**config.mk**
```make
export PLATFORM = sky130hd
export DESIGN_NAME = rpc_remote_flat
export DESIGN_NICKNAME = d
export VERILOG_FILES = /design/src/rtl/rpc_link_pkg.sv /design/src/rtl/rpc_link_if.sv /design/src/rtl/rpc_remote.sv /design/src/flat_wrapper.sv
export SDC_FILE = /design/constraint.sdc
export NUM_CORES = 1
export LEC_CHECK = 0
export ABC_AREA = 0
export BUFFER_PORTS_ARGS = -buffer_cell sky130_fd_sc_hd__clkbuf_2
export CAP_MARGIN = 10
export CORE_MARGIN = 2
export CORE_UTILIZATION = 42
export CTS_BUF_LIST = sky130_fd_sc_hd__clkbuf_16
export CTS_CLUSTER_SIZE = 10
export DETAILED_ROUTE_END_ITERATION = 10
export HOLD_SLACK_MARGIN = 0.12
export PLACE_DENSITY = 0.67
export SETUP_SLACK_MARGIN = 0.3
export SLEW_MARGIN = 0
export SYNTH_ARGS = -nofsm -noshare
export SYNTH_HDL_FRONTEND = slang
export SYNTH_SLANG_ARGS = --single-unit
export TNS_END_PERCENT = 20
```
**constraint.sdc**
```tcl
create_clock -name clk_i -period 5.05 [get_ports clk_i]
set_input_delay 0.7575 -clock clk_i [delete_from_list [all_inputs] [get_ports clk_i]]
set_output_delay 0.7575 -clock clk_i [all_outputs]
set_load 0.05 [all_outputs]
```
**src/rtl/rpc_link_pkg.sv**
```systemverilog
// shared constants for the remote procedure link ends
package rpc_link_pkg;
  // ****************************************
  // command codes
  // ****************************************
  localparam logic [1:0] CMD_RPC_TYPE = 2'h2;
  localparam logic [7:0] CMD_DISCOVERY = 8'hBB;
  localparam logic [7:0] CMD_UNIT_NUMBER = 8'hBC;
  localparam logic [7:0] CMD_PROCESS = 8'hBD;
  // ****************************************
  // crc: x^8+x^5+x^4+1, reflected form, lsb first
  // ****************************************
  localparam logic [7:0] CRC_POLY_REFL = 8'h8C;
  localparam logic [7:0] CRC_INIT = 8'h00;
  localparam logic [7:0] CRC_EMPTY_REPLY = 8'h00;
  // ****************************************
  // framing timeout in character times, tenths
  // ****************************************
  localparam int TIMEOUT_SETUP_TENTHS = 255;
  localparam int TIMEOUT_OPERATE_TENTHS = 40;
  localparam int CHAR_BITS = 10;
  localparam int CLK_HZ = 125000000;
  localparam int BAUD_SETUP = 115200;
  localparam int BAUD_OPERATE = 2500000;
  // tenth of a character time in clock cycles, rounded down
  localparam int TENTH_CYC_SETUP = CLK_HZ / BAUD_SETUP;
  localparam int TENTH_CYC_OPERATE = CLK_HZ / BAUD_OPERATE;
  localparam int RESP_LEN_DISCOVERY = 6;
  localparam int RESP_LEN_UNIT = 4;
  localparam int MAX_PD_BYTES = 32;

  function automatic logic [7:0] crc_step(input logic [7:0] crc, input logic [7:0] data);
    logic [7:0] c;
    c = crc;
    for (int i = 0; i < 8; i++) begin
      if (c[0] ^ data[i]) begin
        c = (c >> 1) ^ CRC_POLY_REFL;
      end else begin
        c = c >> 1;
      end
    end
    return c;
  endfunction
endpackage

```
**src/rtl/rpc_link_if.sv**
```systemverilog
// byte stream link between host and remote, one strobe per direction
`timescale 1ns/1ps
interface rpc_link_if;
  logic [7:0] h2r_data;
  logic h2r_valid;
  logic [7:0] r2h_data;
  logic r2h_valid;
  modport host (output h2r_data, output h2r_valid, input r2h_data, input r2h_valid);
  modport remote (input h2r_data, input h2r_valid, output r2h_data, output r2h_valid);
endinterface

```
**src/rtl/rpc_remote.sv**
```systemverilog
// remote end: parses special commands, checks crc, builds replies
`timescale 1ns/1ps
module rpc_remote #(
  parameter int PD_BYTES = rpc_link_pkg::MAX_PD_BYTES
) (
  input wire logic clk_i,
  input wire logic nrst_i,
  rpc_link_if.remote link,
  input wire logic operate_mode_i,
  input wire logic [7:0] hw_mode_i,
  input wire logic [7:0] sw_mode_i,
  input wire logic [7:0] timeout_tenths_i,
  input wire logic timeout_load_i,
  input wire logic [31:0] unit_number_i,
  input wire logic [7:0] fault_i,
  input wire logic [7:0] in_count_i,
  input wire logic [7:0] out_count_i,
  input wire logic [15:0] process_record_table_pointer_i,
  input wire logic [15:0] mode_record_table_pointer_i,
  input wire logic [PD_BYTES*8-1:0] in_data_i,
  output logic [PD_BYTES*8-1:0] out_data_o,
  output logic out_strobe_o,
  output logic crc_error_o,
  output logic [7:0] mode_snapshot_o
);
  typedef enum {ST_IDLE, ST_RX_DATA, ST_RX_CRC, ST_TX} state_e;
  state_e state_q;
  logic [7:0] cmd_q;
  logic [7:0] crc_q;
  logic [7:0] cnt_q;
  logic [7:0] len_q;
  logic [7:0] timeout_q;
  logic [15:0] tenth_cnt_q;
  logic [7:0] gap_q;
  logic [7:0] tx_crc_q;
  logic [7:0] txd_q;
  logic txv_q;
  logic [PD_BYTES*8-1:0] rxbuf_q;
  logic [7:0] rx_count;
  logic [7:0] tx_len;
  logic [7:0] resp_byte;
  logic [7:0] rx_byte;
  logic gap_expired;
  logic [15:0] tenth_cyc;

  assign rx_byte = link.h2r_data;
  assign link.r2h_data = txd_q;
  assign link.r2h_valid = txv_q;
  // received size counts the fault byte the remote prepends
  assign rx_count = in_count_i + 8'h01;
  assign tenth_cyc = operate_mode_i ? 16'(rpc_link_pkg::TENTH_CYC_OPERATE)
                                    : 16'(rpc_link_pkg::TENTH_CYC_SETUP);

  // ****************************************
  // frame timeout
  // ****************************************
  always_ff @(posedge clk_i or negedge nrst_i) begin
    if (!nrst_i) begin
      timeout_q <= 8'(rpc_link_pkg::TIMEOUT_SETUP_TENTHS);
    end else if (timeout_load_i) begin
      timeout_q <= timeout_tenths_i;
    end else if (operate_mode_i) begin
      timeout_q <= 8'(rpc_link_pkg::TIMEOUT_OPERATE_TENTHS);
    end else begin
      timeout_q <= 8'(rpc_link_pkg::TIMEOUT_SETUP_TENTHS);
    end
  end

  always_ff @(posedge clk_i or negedge nrst_i) begin
    if (!nrst_i) begin
      tenth_cnt_q <= 16'h0000;
      gap_q <= 8'h00;
    end else if (link.h2r_valid || state_q == ST_IDLE) begin
      tenth_cnt_q <= 16'h0000;
      gap_q <= 8'h00;
    end else if (tenth_cnt_q >= tenth_cyc - 16'h0001) begin
      tenth_cnt_q <= 16'h0000;
      if (gap_q != 8'hFF) begin
        gap_q <= gap_q + 8'h01;
      end
    end else begin
      tenth_cnt_q <= tenth_cnt_q + 16'h0001;
    end
  end

  // only reception states are aborted; a reply under way finishes
  assign gap_expired = (gap_q > timeout_q) && (state_q == ST_RX_DATA || state_q == ST_RX_CRC);

  // ****************************************
  // reply byte selection
  // ****************************************
  always_comb begin
    resp_byte = 8'h00;
    tx_len = 8'h00;
    case (cmd_q)
      rpc_link_pkg::CMD_DISCOVERY: begin
        tx_len = 8'(rpc_link_pkg::RESP_LEN_DISCOVERY);
        case (cnt_q)
          8'h00: resp_byte = rx_count;
          8'h01: resp_byte = out_count_i;
          8'h02: resp_byte = process_record_table_pointer_i[7:0];
          8'h03: resp_byte = process_record_table_pointer_i[15:8];
          8'h04: resp_byte = mode_record_table_pointer_i[7:0];
          default: resp_byte = mode_record_table_pointer_i[15:8];
        endcase
      end
      rpc_link_pkg::CMD_UNIT_NUMBER: begin
        tx_len = 8'(rpc_link_pkg::RESP_LEN_UNIT);
        resp_byte = unit_number_i[cnt_q[1:0]*8 +: 8];
      end
      rpc_link_pkg::CMD_PROCESS: begin
        tx_len = rx_count;
        if (cnt_q == 8'h00) begin
          resp_byte = fault_i;
        end else begin
          resp_byte = in_data_i[(cnt_q - 8'h01)*8 +: 8];
        end
      end
      default: begin
        tx_len = 8'h00;
        resp_byte = 8'h00;
      end
    endcase
  end

  // ****************************************
  // command parser and responder
  // ****************************************
  always_ff @(posedge clk_i or negedge nrst_i) begin
    if (!nrst_i) begin
      state_q <= ST_IDLE;
      cmd_q <= 8'h00;
      crc_q <= rpc_link_pkg::CRC_INIT;
      cnt_q <= 8'h00;
      len_q <= 8'h00;
      tx_crc_q <= rpc_link_pkg::CRC_INIT;
      txd_q <= 8'h00;
      txv_q <= 1'b0;
      rxbuf_q <= '0;
      out_data_o <= '0;
      out_strobe_o <= 1'b0;
      crc_error_o <= 1'b0;
      mode_snapshot_o <= 8'h00;
    end else begin
      txv_q <= 1'b0;
      out_strobe_o <= 1'b0;
      crc_error_o <= 1'b0;
      if (gap_expired) begin
        state_q <= ST_IDLE;
      end else begin
        case (state_q)
          ST_IDLE: begin
            if (link.h2r_valid && rx_byte[7:6] == rpc_link_pkg::CMD_RPC_TYPE) begin
              cmd_q <= rx_byte;
              crc_q <= rpc_link_pkg::crc_step(rpc_link_pkg::CRC_INIT, rx_byte);
              cnt_q <= 8'h00;
              mode_snapshot_o <= {sw_mode_i[3:0], hw_mode_i[3:0]};
              if (rx_byte == rpc_link_pkg::CMD_PROCESS && out_count_i != 8'h00) begin
                state_q <= ST_RX_DATA;
              end else begin
                state_q <= ST_RX_CRC;
              end
            end
          end
          ST_RX_DATA: begin
            if (link.h2r_valid) begin
              crc_q <= rpc_link_pkg::crc_step(crc_q, rx_byte);
              rxbuf_q[cnt_q*8 +: 8] <= rx_byte;
              cnt_q <= cnt_q + 8'h01;
              if (cnt_q + 8'h01 == out_count_i) begin
                state_q <= ST_RX_CRC;
              end
            end
          end
          ST_RX_CRC: begin
            if (link.h2r_valid) begin
              cnt_q <= 8'h00;
              if (rx_byte == crc_q) begin
                len_q <= tx_len;
                tx_crc_q <= rpc_link_pkg::CRC_INIT;
                state_q <= ST_TX;
                if (cmd_q == rpc_link_pkg::CMD_PROCESS) begin
                  out_data_o <= rxbuf_q;
                  out_strobe_o <= 1'b1;
                end
              end else begin
                crc_error_o <= 1'b1;
                state_q <= ST_IDLE;
              end
            end
          end
          ST_TX: begin
            txv_q <= 1'b1;
            if (cnt_q < len_q) begin
              txd_q <= resp_byte;
              tx_crc_q <= rpc_link_pkg::crc_step(tx_crc_q, resp_byte);
              cnt_q <= cnt_q + 8'h01;
            end else begin
              // an empty reply sends the zero start value alone
              txd_q <= (len_q == 8'h00) ? rpc_link_pkg::CRC_EMPTY_REPLY : tx_crc_q;
              state_q <= ST_IDLE;
            end
          end
          default: state_q <= ST_IDLE;
        endcase
      end
    end
  end
endmodule

```
**src/flat_wrapper.sv**
```systemverilog
// flat-port wrapper written by rule: the top's interface ports become plain ports
module rpc_remote_flat 
#(
  parameter int PD_BYTES = rpc_link_pkg::MAX_PD_BYTES
)
  (clk_i, nrst_i, operate_mode_i, hw_mode_i, sw_mode_i, timeout_tenths_i, timeout_load_i, unit_number_i, fault_i, in_count_i, out_count_i, process_record_table_pointer_i, mode_record_table_pointer_i, in_data_i, out_data_o, out_strobe_o, crc_error_o, mode_snapshot_o, link_h2r_data, link_h2r_valid, link_r2h_data, link_r2h_valid);
  rpc_link_if link_i ();
  input wire logic clk_i;
  input wire logic nrst_i;
  input wire logic operate_mode_i;
  input wire logic [7:0] hw_mode_i;
  input wire logic [7:0] sw_mode_i;
  input wire logic [7:0] timeout_tenths_i;
  input wire logic timeout_load_i;
  input wire logic [31:0] unit_number_i;
  input wire logic [7:0] fault_i;
  input wire logic [7:0] in_count_i;
  input wire logic [7:0] out_count_i;
  input wire logic [15:0] process_record_table_pointer_i;
  input wire logic [15:0] mode_record_table_pointer_i;
  input wire logic [PD_BYTES*8-1:0] in_data_i;
  output logic [PD_BYTES*8-1:0] out_data_o;
  output logic out_strobe_o;
  output logic crc_error_o;
  output logic [7:0] mode_snapshot_o;
  input wire logic [$bits(link_i.h2r_data)-1:0] link_h2r_data;
  input wire logic [$bits(link_i.h2r_valid)-1:0] link_h2r_valid;
  output wire logic [$bits(link_i.r2h_data)-1:0] link_r2h_data;
  output wire logic [$bits(link_i.r2h_valid)-1:0] link_r2h_valid;
  assign link_i.h2r_data = link_h2r_data;
  assign link_i.h2r_valid = link_h2r_valid;
  assign link_r2h_data = link_i.r2h_data;
  assign link_r2h_valid = link_i.r2h_valid;
  rpc_remote #(.PD_BYTES(PD_BYTES)) u_core (.clk_i(clk_i), .nrst_i(nrst_i), .link(link_i), .operate_mode_i(operate_mode_i), .hw_mode_i(hw_mode_i), .sw_mode_i(sw_mode_i), .timeout_tenths_i(timeout_tenths_i), .timeout_load_i(timeout_load_i), .unit_number_i(unit_number_i), .fault_i(fault_i), .in_count_i(in_count_i), .out_count_i(out_count_i), .process_record_table_pointer_i(process_record_table_pointer_i), .mode_record_table_pointer_i(mode_record_table_pointer_i), .in_data_i(in_data_i), .out_data_o(out_data_o), .out_strobe_o(out_strobe_o), .crc_error_o(crc_error_o), .mode_snapshot_o(mode_snapshot_o));
endmodule
```
==> metrics.cfg, run 1 <==
[sta]
hold_violations=0
skew_ns=0.0246
fmax_ghz=0.229
final_max_slew_viol_count=0
worst_pin_slew_ns=1.04
setup-tns-final_ns=0
hold_ws_ns=0.260
finalCriticalPeriod_ns=4.37
grt_setup_unrepaired=false
setup_violations=0
slew_headroom_pct=29.7
fin_crit_sh_pct=86.5
fin_ws_ns=0.683

[pwr]
peakVddDrop_mv=0.295
clock_power_share_pct=41.2
power.internal_uw=8190
power_uw=11100
switching_power_uw=2910
power.leakage_uw=0.0186
swShare_pct=26.2
p_comb_share_pct=13.0
p_seq_share_pct=45.8
power_density_nw_per_um2=317

[synth]
synth_top_area_share_pct=52.5
async_reset_ff_share_pct=100
syn-cell-area_um2=28500
synth_area_leader_cell=dfrtp_1
synth_edf_count=0
synth-seq-cells=605
synthCells=2676
synth_area_per_cell_um2=10.6
synth-seq-area-share_pct=53.2
synthFlopType=dfrtp_1
yosysWarnings=0
synth_cell_type_count=77
synthTopCellsByArea=dfrtp_1, nand2_1, mux2_2

[routing]
routedWlPerCell_um=22.2
vias_per_cell=5.35
wirelength_mm=94.1
dr.pass1.iters=7
ant_nets=0
drc=0
dr.first_iter.drc_count=2328
vias=22600

[worst_setup_path]
cp-startpoint=u_core.cnt_q[1]
cp_slowest_cell=ha_4
end_kind=register
crit_cells=13
required_ns=5.53
crit_type=reg -> reg
cpLargestDelayFamily=compound AO/OA/AOI/OAI gates
crit_chain=buf_4, inv_1, ha_4, buf_4, mux4_2, and2_1, a211oi_1, a211oi_1, o21bai_1, a21boi_0, or3_1, a21o_1, a32o_1
start_kind=register
slowest_delay_ns=0.77
regToRegSetupSlack_ns=0.68
rr_endpoint=u_core.tx_crc_q[5]
crit_path_end=u_core.tx_crc_q[5]
r2r_cells=13
cp_num_buf_inv=3
critical_path_arrival_ns=4.84
rr_startpoint=u_core.cnt_q[1]
worstPathMaxFanout=44

[cts]
cts_tree=built
htree_levels=3
cts_root_buffer=clkbuf_16
clk_pin_slew_ns=0.06
clock-sinks=605
clock_path_buffers=3
ctsResizeCount=0
hold_buffers=0
clk_latency_ns=0.61
post_cts_buffers=0
numCtsBuffers=73

[run]
cap_violations=0

[placed_design]
dp_slack_ns=0.801
post-dp-hpwl_mm=68.5
place_congestion=0.976
port-buffer-count=647

[grt]
grt_pass1_vias=22600
grt_max_degree=122
grt.total_usage_pct=27.1
antenna_found_initial=20
gr-total-overflow=0
grt_pass1_wl_mm=143

[layout]
drive_gt1_share_pct=35.7
layout.nets=3746
layout_common_cells=nand2_1, clkbuf_2, dfrtp_1, mux2_2, nor2_1
synthToLayoutAreaGrowth_pct=23.2
regArea_um2=15200
multi_input_area_um2=12600
fillers=6003
finish.utilization_pct=52.2
final_common_cell=nand2_1
top_regs=u_core.out_data_o x256, u_core.rxbuf_q x256, u_core.tenth_cnt_q x16

[floorplan]
coreArea_um2=67200
die-area_um2=69900
die_w_um=264
initial_utilization_pct=42.4
die_h_um=264
ios=656
row_count=95

[worst_hold_path]
hold_class=in -> async

[run_status]
outcome=complete, no violations

## power groups by stage
stage	registers, uW	clock network (uW)	logic, uW
after CTS	5080	4700	1440
after floorplan	5260	0	784
after detailed placement	5160	0	1430
final	5080	4570	1440
after global placement	5150	0	1420
after global routing	5090	4900	1570
## synth_stat cells, types with 6 or more instances
cell type	n
nand2_1	868
dfrtp_1	597
mux2_2	270
nor2_1	153
clkbuf_1	116
mux4_2	73
xnor2_1	51
o21ai_0	39
inv_1	38
nand3_1	34
ha_1	33
xor2_1	30
a21oi_1	29
mux2i_1	23
buf_2	22
and2_1	19
nor2b_1	17
a21o_1	16
o31ai_1	13
or3_1	13
nand4_1	12
nor3_1	12
a32o_1	11
buf_1	11
nor4_1	11
nand2b_1	10
a221o_1	9
a22oi_1	8
dfstp_2	8
or2_2	8
a222oi_1	7
a211oi_1	6
a31oi_1	6
nor3b_1	6
## layout make-up
class / count / area share (%)
diodes: 7 / 0.0500
clock buffers: 74 / 5.28
flip-flops and latches: 605 / 43.2
clock inverters: 22 / 0.446
multi-input cells: 1883 / 36.0
repair buffers: 731 / 11.5
inverters: 38 / 0.407
well taps: 873 / 3.12
## kinds of logic (layout without fill, tap and decap cells)
family	after synthesis	count (layout)	synth area share [%]
buffers and inverters	191	865	2.71
adder cells (fa/ha/maj)	33	33	1.45
flip-flops	605	605	53.2
other	1	11	0.0132
multiplexers	366	366	17.3
AND/OR/NAND/NOR	1191	1191	17.3
AO/OA/AOI/OAI	203	203	5.14
XOR/XNOR	86	86	2.88
## worst register-to-register path: stages (launching register included)
cell and delay, ns:
dfrtp_1 0.34, buf_4 0.25, inv_1 0.15, ha_4 0.77, buf_4 0.37, mux4_2 0.32
and2_1 0.17, a211oi_1 0.34, a211oi_1 0.10, o21bai_1 0.29, a21boi_0 0.19, or3_1 0.47
a21o_1 0.21, a32o_1 0.26
## metal layers
metal	GRT usage, %	part of all wire (%)	vias up
met5	0	0.11	-
li1	-	-	10400
met4	7.13	2.1	16
met2	42.0	46	847
met3	5.64	7.1	128
met1	38.9	45	11300
## how the worst min path moves through the flow
stage	start	endpoint	slack (ns)	depth (start not counted)
after floorplan	u_core.rxbuf_q[0]	u_core.out_data_o[0]	0.44	2
after global placement	u_core.rxbuf_q[54]	u_core.out_data_o[54]	0.45	2
after detailed placement	u_core.rxbuf_q[23]	u_core.out_data_o[23]	0.45	2
after CTS	nrst_i	u_core.out_data_o[148]	0.27	1
after global routing	nrst_i	u_core.out_data_o[148]	0.33	1
final	nrst_i	u_core.out_data_o[148]	0.26	1
## through the flow
step	instance area (um2)	std cells
detailed placement	33000	4130
floorplan	28500	2679
finish	35000	4233
global route	35000	4231
global placement	33000	4130
CTS	35000	4226
Note: power is estimated with default switching activity, not from simulation.
==> inputs of run 2 (changes only) <==
Settings changed: CORE_MARGIN 2 to default.
==> run 2 against run 1 <==
Clock skew is 0.0056 ns lower. Flip-flop and latch count unchanged. Setup slack improved by 0.12 ns. Wire length up 1.4%. Sequential power about the same. Cell count about the same. First-iteration DRC count decreased by 12%. Die area down 1.5%. Sequential share of layout area is 0.052 points lower. Via count up 0.90%. Power is 0.63% higher. Critical endpoint is now u_core.tx_crc_q[0]. Largest cell class unchanged.
==> metrics.cfg, run 2 (same netlist as run 1, synthesis figures left out) <==
[cts]
clock_path_buffers=3  ; unchanged
hold_buffers=0  ; unchanged
clock-sinks=605  ; unchanged
numCtsBuffers=73  ; unchanged
clk_latency_ns=0.62  ; about the same
cts_tree=built
ctsResizeCount=0  ; unchanged
clk_pin_slew_ns=0.06  ; about the same
post_cts_buffers=0  ; unchanged
htree_levels=3  ; unchanged
cts_root_buffer=clkbuf_16

[sta]
skew_ns=0.0190  ; -0.00565 ns
slew_headroom_pct=29.5  ; -0.21 points
setup-tns-final_ns=0  ; unchanged
worst_pin_slew_ns=1.06  ; +0.0178 ns
grt_setup_unrepaired=false
hold_violations=0  ; unchanged
finalCriticalPeriod_ns=4.25  ; -0.116 ns
setup_violations=0  ; unchanged
final_max_slew_viol_count=0  ; unchanged
fmax_ghz=0.235  ; +2.7%
fin_crit_sh_pct=84.2  ; -2.3 points

[run]
cap_violations=0  ; unchanged

[worst_setup_path]
cp_slowest_cell=dfrtp_4
cp_common_cell=mux2i_1
start_kind=register
required_ns=5.54  ; about the same
cpLargestDelayFamily=buffers and inverters
crit_chain=inv_1, ha_1, xor2_4, buf_4, buf_4, mux2i_1, mux2i_1, mux2i_1, o2111ai_1, xor2_1, or3_1, a21o_1, a32o_1
r2r_cells=13  ; unchanged
cp_num_buf_inv=3  ; unchanged
crit_cells=13  ; unchanged
end_kind=register
worstPathMaxFanout=18  ; -59%
critical_path_arrival_ns=4.74  ; -0.10 ns
regToRegSetupSlack_ns=0.80  ; +0.12 ns
crit_type=reg -> reg
slowest_delay_ns=0.50  ; -0.27 ns

[floorplan]
initial_utilization_pct=42.4  ; unchanged
coreArea_um2=67200  ; unchanged
ios=656  ; unchanged
die-area_um2=68800  ; -1.5%
row_count=95  ; unchanged
die_h_um=262  ; -0.76%
die_w_um=262  ; -0.76%

[layout]
final_common_cell=nand2_1
layout.nets=3743  ; -0.080%
layout_common_cells=nand2_1, clkbuf_2, dfrtp_1, mux2_2, nor2_1
top_regs=u_core.out_data_o x256, u_core.rxbuf_q x256, u_core.tenth_cnt_q x16
drive_gt1_share_pct=35.6  ; about the same
fillers=6026  ; +0.38%
stdcell_area_um2=35100  ; +0.12%
synthToLayoutAreaGrowth_pct=23.3

[grt]
grt_pass1_vias=22700  ; +0.23%
grt_max_degree=115  ; -5.7%
gr-total-overflow=0  ; unchanged
grt.total_usage_pct=27.8  ; +0.63 points
antenna_found_initial=19  ; -5.0%
grt_pass1_wl_mm=144  ; +0.54%

[placed_design]
post-dp-hpwl_mm=69.5  ; +1.5%
port-buffer-count=647  ; unchanged
dpl_cell_area_um2=33000  ; about the same
place_congestion=0.999  ; +2.4%

[routing]
wirelength_mm=95.4  ; +1.4%
routedWlPerCell_um=22.5  ; +1.4%
dr.first_iter.drc_count=2060  ; -12%
drc=0  ; unchanged
dr.pass1.iters=6  ; -1
vias_per_cell=5.40  ; +0.95%
ant_nets=0  ; unchanged
vias=22800  ; +0.90%

[pwr]
power_density_nw_per_um2=318  ; +0.51%
peakVddDrop_mv=0.424  ; +44%
power.leakage_uw=0.0186  ; about the same

[run_status]
outcome=complete, no violations

[worst_hold_path]
hold_class=in -> async

==> run 2: cell types whose count changed in the layout (fill, tap and decap cells not counted), moves of 2 or more <==
| cell | delta |
|---|---|
| inv_6 | -2 |
| buf_4 | -5 |
| diode_2 | -2 |
| inv_1 | +3 |
| clkinv_2 | -2 |
==> run 2: cell type report <==
class	instances	area, um2	area share [%]
antenna	5	12.5	0.0357
clock buffer	74	1850	5.28
clock inverter	25	206	0.588
inverter	38	143	0.406
multi-input combinational	1883	12600	36.0
sequential	605	15200	43.2
tap	873	1090	3.11
timing repair buffer	728	4020	11.4
==> run 2: per-stage QoR <==
stage | utilization [%] | std cells | hold slack, ns | power (uW) | worst slack, ns
floorplan | - | 2679 | 0.441 | 6040 | 0.317
global placement | 49.1 | 4126 | 0.449 | 6570 | 0.417
detailed placement | 49.2 | 4127 | 0.453 | 6590 | 0.721
CTS | 52.2 | 4226 | 0.249 | 11300 | 0.669
global route | 52.2 | 4229 | 0.297 | 11600 | 0.494
finish | 52.3 | 4231 | 0.235 | 11200 | 0.799
==> run 2: worst reg2reg max path: stages (launching register included) <==
cell and delay [ns]:
dfrtp_4 0.50, inv_1 0.25, ha_1 0.47, xor2_4 0.35
buf_4 0.38, buf_4 0.28, mux2i_1 0.23, mux2i_1 0.10
mux2i_1 0.20, o2111ai_1 0.24, xor2_1 0.27, or3_1 0.42
a21o_1 0.20, a32o_1 0.25
==> run 2: worst paths after layout <==
path | from | to
min in group clk_i | timeout_tenths_i[3] | u_core.timeout_q[3]
worst min register to register | u_core.rxbuf_q[46] | u_core.out_data_o[46]
worst max-delay path | u_core.cnt_q[0] | u_core.tx_crc_q[0]
worst min-delay path | nrst_i | u_core.out_data_o[151]
worst max register to register | u_core.cnt_q[0] | u_core.tx_crc_q[0]
max in group asynchronous | nrst_i | u_core.timeout_q[4]
==> run 2: per-layer routing <==
layer  routed length (um)  global-route usage, %  vias to the layer above
met3                 6500                   5.75                      149
met2                43400                   42.7                      843
li1                     -                      -                    10300
met1                42700                   39.5                    11500
met4                 2600                   8.59                       22
met5                  153                      0                        -
==> run 2: where the power goes <==
group	switching, uW	internal [uW]	total (uW)
registers	99.6	4980	5080
logic	848	587	1430
clock network	2020	2640	4650
==> inputs of run 3 (changes only) <==
Settings changed: ABC_AREA 0 to 1.
Clock period 5.05 ns to 3.5 ns, I/O delays scaled along.
==> run 3 against run 2 <==
Clock power grew 42%. First-iteration DRC count rose by 20%. Clock skew up 0.0014 ns. Register-to-register slack lost 0.52 ns. Flip-flop and latch count stayed put. Critical path type unchanged. Maximum frequency rose by 32%. Count of clock-buffer cells in the layout is the same. Hold slack worse by 0.076 ns. Cell count up 28%.
==> metrics.cfg, run 3 <==
[pwr]
power.leakage_uw=0.0193  ; +3.9%
power_uw=16400  ; +47%
power_density_nw_per_um2=440  ; +38%
peakVddDrop_mv=0.296  ; -30%

[cts]
cts_tree=built
clk_latency_ns=0.61  ; about the same
clock_path_buffers=3  ; unchanged
clock-sinks=605  ; unchanged
clk_pin_slew_ns=0.06  ; about the same
cts_root_buffer=clkbuf_16
numCtsBuffers=72  ; -1.4%
htree_levels=3  ; unchanged

[grt]
grt_max_degree=106  ; -7.8%
grt_pass1_wl_mm=164  ; +14%
grt_pass1_vias=27000  ; +19%
grt.total_usage_pct=30.8  ; +3.1 points
gr-total-overflow=0  ; unchanged
antenna_found_initial=34  ; +15

[floorplan]
coreArea_um2=69100  ; +2.8%
die-area_um2=71300  ; +3.6%
die_w_um=267  ; +1.8%
initial_utilization_pct=42.7  ; +0.34 points
row_count=96  ; +1.1%
ios=656  ; unchanged
die_h_um=267  ; +1.8%

[routing]
dr.first_iter.drc_count=2463  ; +20%
ant_nets=0  ; unchanged
vias_per_cell=5.27  ; -2.4%
dr.pass1.iters=6  ; unchanged
drc=0  ; unchanged
routedWlPerCell_um=21.0  ; -7.0%
vias=28600  ; +25%
wirelength_mm=114  ; +19%

[synth]
synthCells=3762  ; +41%
synthFlopType=dfrtp_1
synth_area_per_cell_um2=7.84  ; -26%
synth-adder-area-share_pct=1.40  ; -0.051 points
synth_edf_count=0  ; unchanged
async_reset_ff_share_pct=100  ; unchanged
synth_mux_area_share_pct=0.305  ; -17 points
synth_top_area_share_pct=50.6  ; -1.9 points
yosys.area_share.xor_xnor_pct=1.56  ; -1.3 points
syn-cell-area_um2=29500  ; +3.7%
synth_compound_area_share_pct=9.47  ; +4.3 points
yosysMostFrequentCell=nand2_1
synth_area_leader_cell=dfrtp_1
synth-seq-area-share_pct=51.4  ; -1.9 points
synthTopCellsByArea=dfrtp_1, nand2_1, o21ai_0
synth_cell_type_count=53  ; -31%
synth_common_cells=nand2_1, dfrtp_1, o21ai_0
synth_top_family_by_area=simple AND/OR/NAND/NOR gates
yosysWarnings=0  ; unchanged
synth-simple-area-share_pct=30.2  ; +13 points
synth-seq-cells=605  ; unchanged

[worst_setup_path]
cp_num_buf_inv=4  ; +1
crit_chain=inv_2, nand2_4, inv_2, nand2_2, nor2_1, xor2_2, nor4_4, buf_4, buf_4, nand4_1, nor2_1, nand2_1, o21ai_0
start_kind=register
end_kind=register
slowest_delay_ns=0.50  ; about the same
critical_path_arrival_ns=3.72  ; -1.02 ns
crit_type=reg -> reg
cp_slowest_cell=dfrtp_1
regToRegSetupSlack_ns=0.28  ; -0.52 ns
cpLargestDelayFamily=simple AND/OR/NAND/NOR gates
required_ns=4.00  ; -1.54 ns
worstPathMaxFanout=16  ; -2

[sta]
fmax_ghz=0.311  ; +32%
setup_violations=0  ; unchanged
slew_headroom_pct=41.7  ; +12 points
final_max_slew_viol_count=0  ; unchanged
setup-tns-final_ns=0  ; unchanged
fin_ws_ns=0.283  ; -0.516 ns
skew_ns=0.0204  ; +0.00140 ns
hold_ws_ns=0.159  ; -0.0756 ns
worst_pin_slew_ns=0.875  ; -0.181 ns
hold_violations=0  ; unchanged
finalCriticalPeriod_ns=3.22  ; -1.03 ns
fin_crit_sh_pct=91.9  ; +7.7 points
grt_setup_unrepaired=true

[layout]
layout.nets=4856  ; +30%
final_common_cell=nand2_1
synthToLayoutAreaGrowth_pct=26.3
drive_gt1_share_pct=23.0  ; -13 points
finish.utilization_pct=53.9  ; +1.7 points
top_regs=u_core.out_data_o x256, u_core.rxbuf_q x256, u_core.tenth_cnt_q x16
layout_common_cells=nand2_1, clkbuf_2, dfrtp_1, o21ai_0, nor2_1

[run]
cap_violations=0  ; unchanged

[placed_design]
port-buffer-count=647  ; unchanged
dp_slack_ns=0.260  ; -0.461 ns
place_congestion=1.01  ; +0.61%
post-dp-hpwl_mm=81.8  ; +18%

[run_status]
outcome=complete, no violations

[worst_hold_path]
hold_class=in -> reg

-- run 3: cell types whose count changed after synthesis, sizes merged, moves of 68 or more --
| cell | previous run | this run |
|---|---|---|
| nand2 | 868 | 1509 |
| o21ai | 44 | 371 |
| mux2 | 270 | 8 |
| nand3 | 34 | 229 |
| nor2 | 153 | 294 |
| inv | 38 | 166 |
| buf | 37 | 126 |
| mux4 | 73 | 0 |
| nand4 | 12 | 80 |
-- run 3: where the power goes --
group | total (uW) | leakage (uW) | internal (uW) | switching (uW)
combinational | 2400 | 0.0100 | 830 | 1570
clock | 6620 | 0.00103 | 3770 | 2850
sequential | 7350 | 0.00824 | 7220 | 138
-- run 3: area by class of cell --
cell class / instances / area [um2]
Antenna cell: 21 / 52.6
Clock buffer: 74 / 1850
Sequential cell: 605 / 15200
Timing Repair Buffer: 812 / 5160
Clock inverter: 26 / 164
Tap cell: 931 / 1160
Fill cell: 6569 / 31800
Multi-Input combinational cell: 2781 / 13000
Inverter: 170 / 671
-- run 3: metal layers --
layer  global-route usage [%]  part of all wire, %  up-vias
li1                         -                    -    13500
met1                     38.7                   39    13500
met2                     49.8                   47     1251
met3                     5.55                  7.3      275
met4                     18.3                  6.0        4
met5                        0                0.019        -
-- run 3: path summary, 6_finish.rpt --
| check | start | to | depth (start not counted) |
|---|---|---|---|
| max | u_core.cnt_q[3] | u_core.rxbuf_q[57] | 13 |
| min | sw_mode_i[3] | u_core.mode_snapshot_o[7] | 2 |
| max reg2reg | u_core.cnt_q[3] | u_core.rxbuf_q[57] | 13 |
| min reg2reg | u_core.rxbuf_q[196] | u_core.out_data_o[196] | 2 |
| max in group asynchronous | nrst_i | u_core.out_data_o[119] | 3 |
| min in group asynchronous | nrst_i | u_core.out_data_o[39] | 2 |
-- run 3: worst register-to-register path: stages (launching register included) --
cell and delay [ns]:
dfrtp_1 0.50, inv_2 0.18, nand2_4 0.07, inv_2 0.10
nand2_2 0.13, nor2_1 0.19, xor2_2 0.19, nor4_4 0.30
buf_4 0.18, buf_4 0.12, nand4_1 0.09, nor2_1 0.36
nand2_1 0.40, o21ai_0 0.31
-- run 3: kinds of logic after synthesis --
family / Yosys count
other: 1
DFF: 605
adders and majority gates: 33
muxes: 8
AOI/OAI and AO/OA: 516
xor gates and xnor gates: 49
buffers and inverters: 379
and+or+nand+nor: 2171
-- run 3: metrics by stage --
stage | instances | instance area [um2]
5_1_grt | 5419 | 37200
6_report | 5420 | 37200
2_1_floorplan | 3765 | 29600
3_5_place_dp | 5247 | 34200
4_1_cts | 5366 | 36400
3_3_place_gp | 5247 | 34200
-- run 3: repair_timing --
action | CTS | global route
setup buffers | 3 | 23
cloned | 0 | 10
setup endpoints to repair | 18 | 421
endpoints found under the hold margin | 92 | 0
gates resized for setup | 0 | 87
pin swaps | 1 | 23
hold buffers | 16 | 0
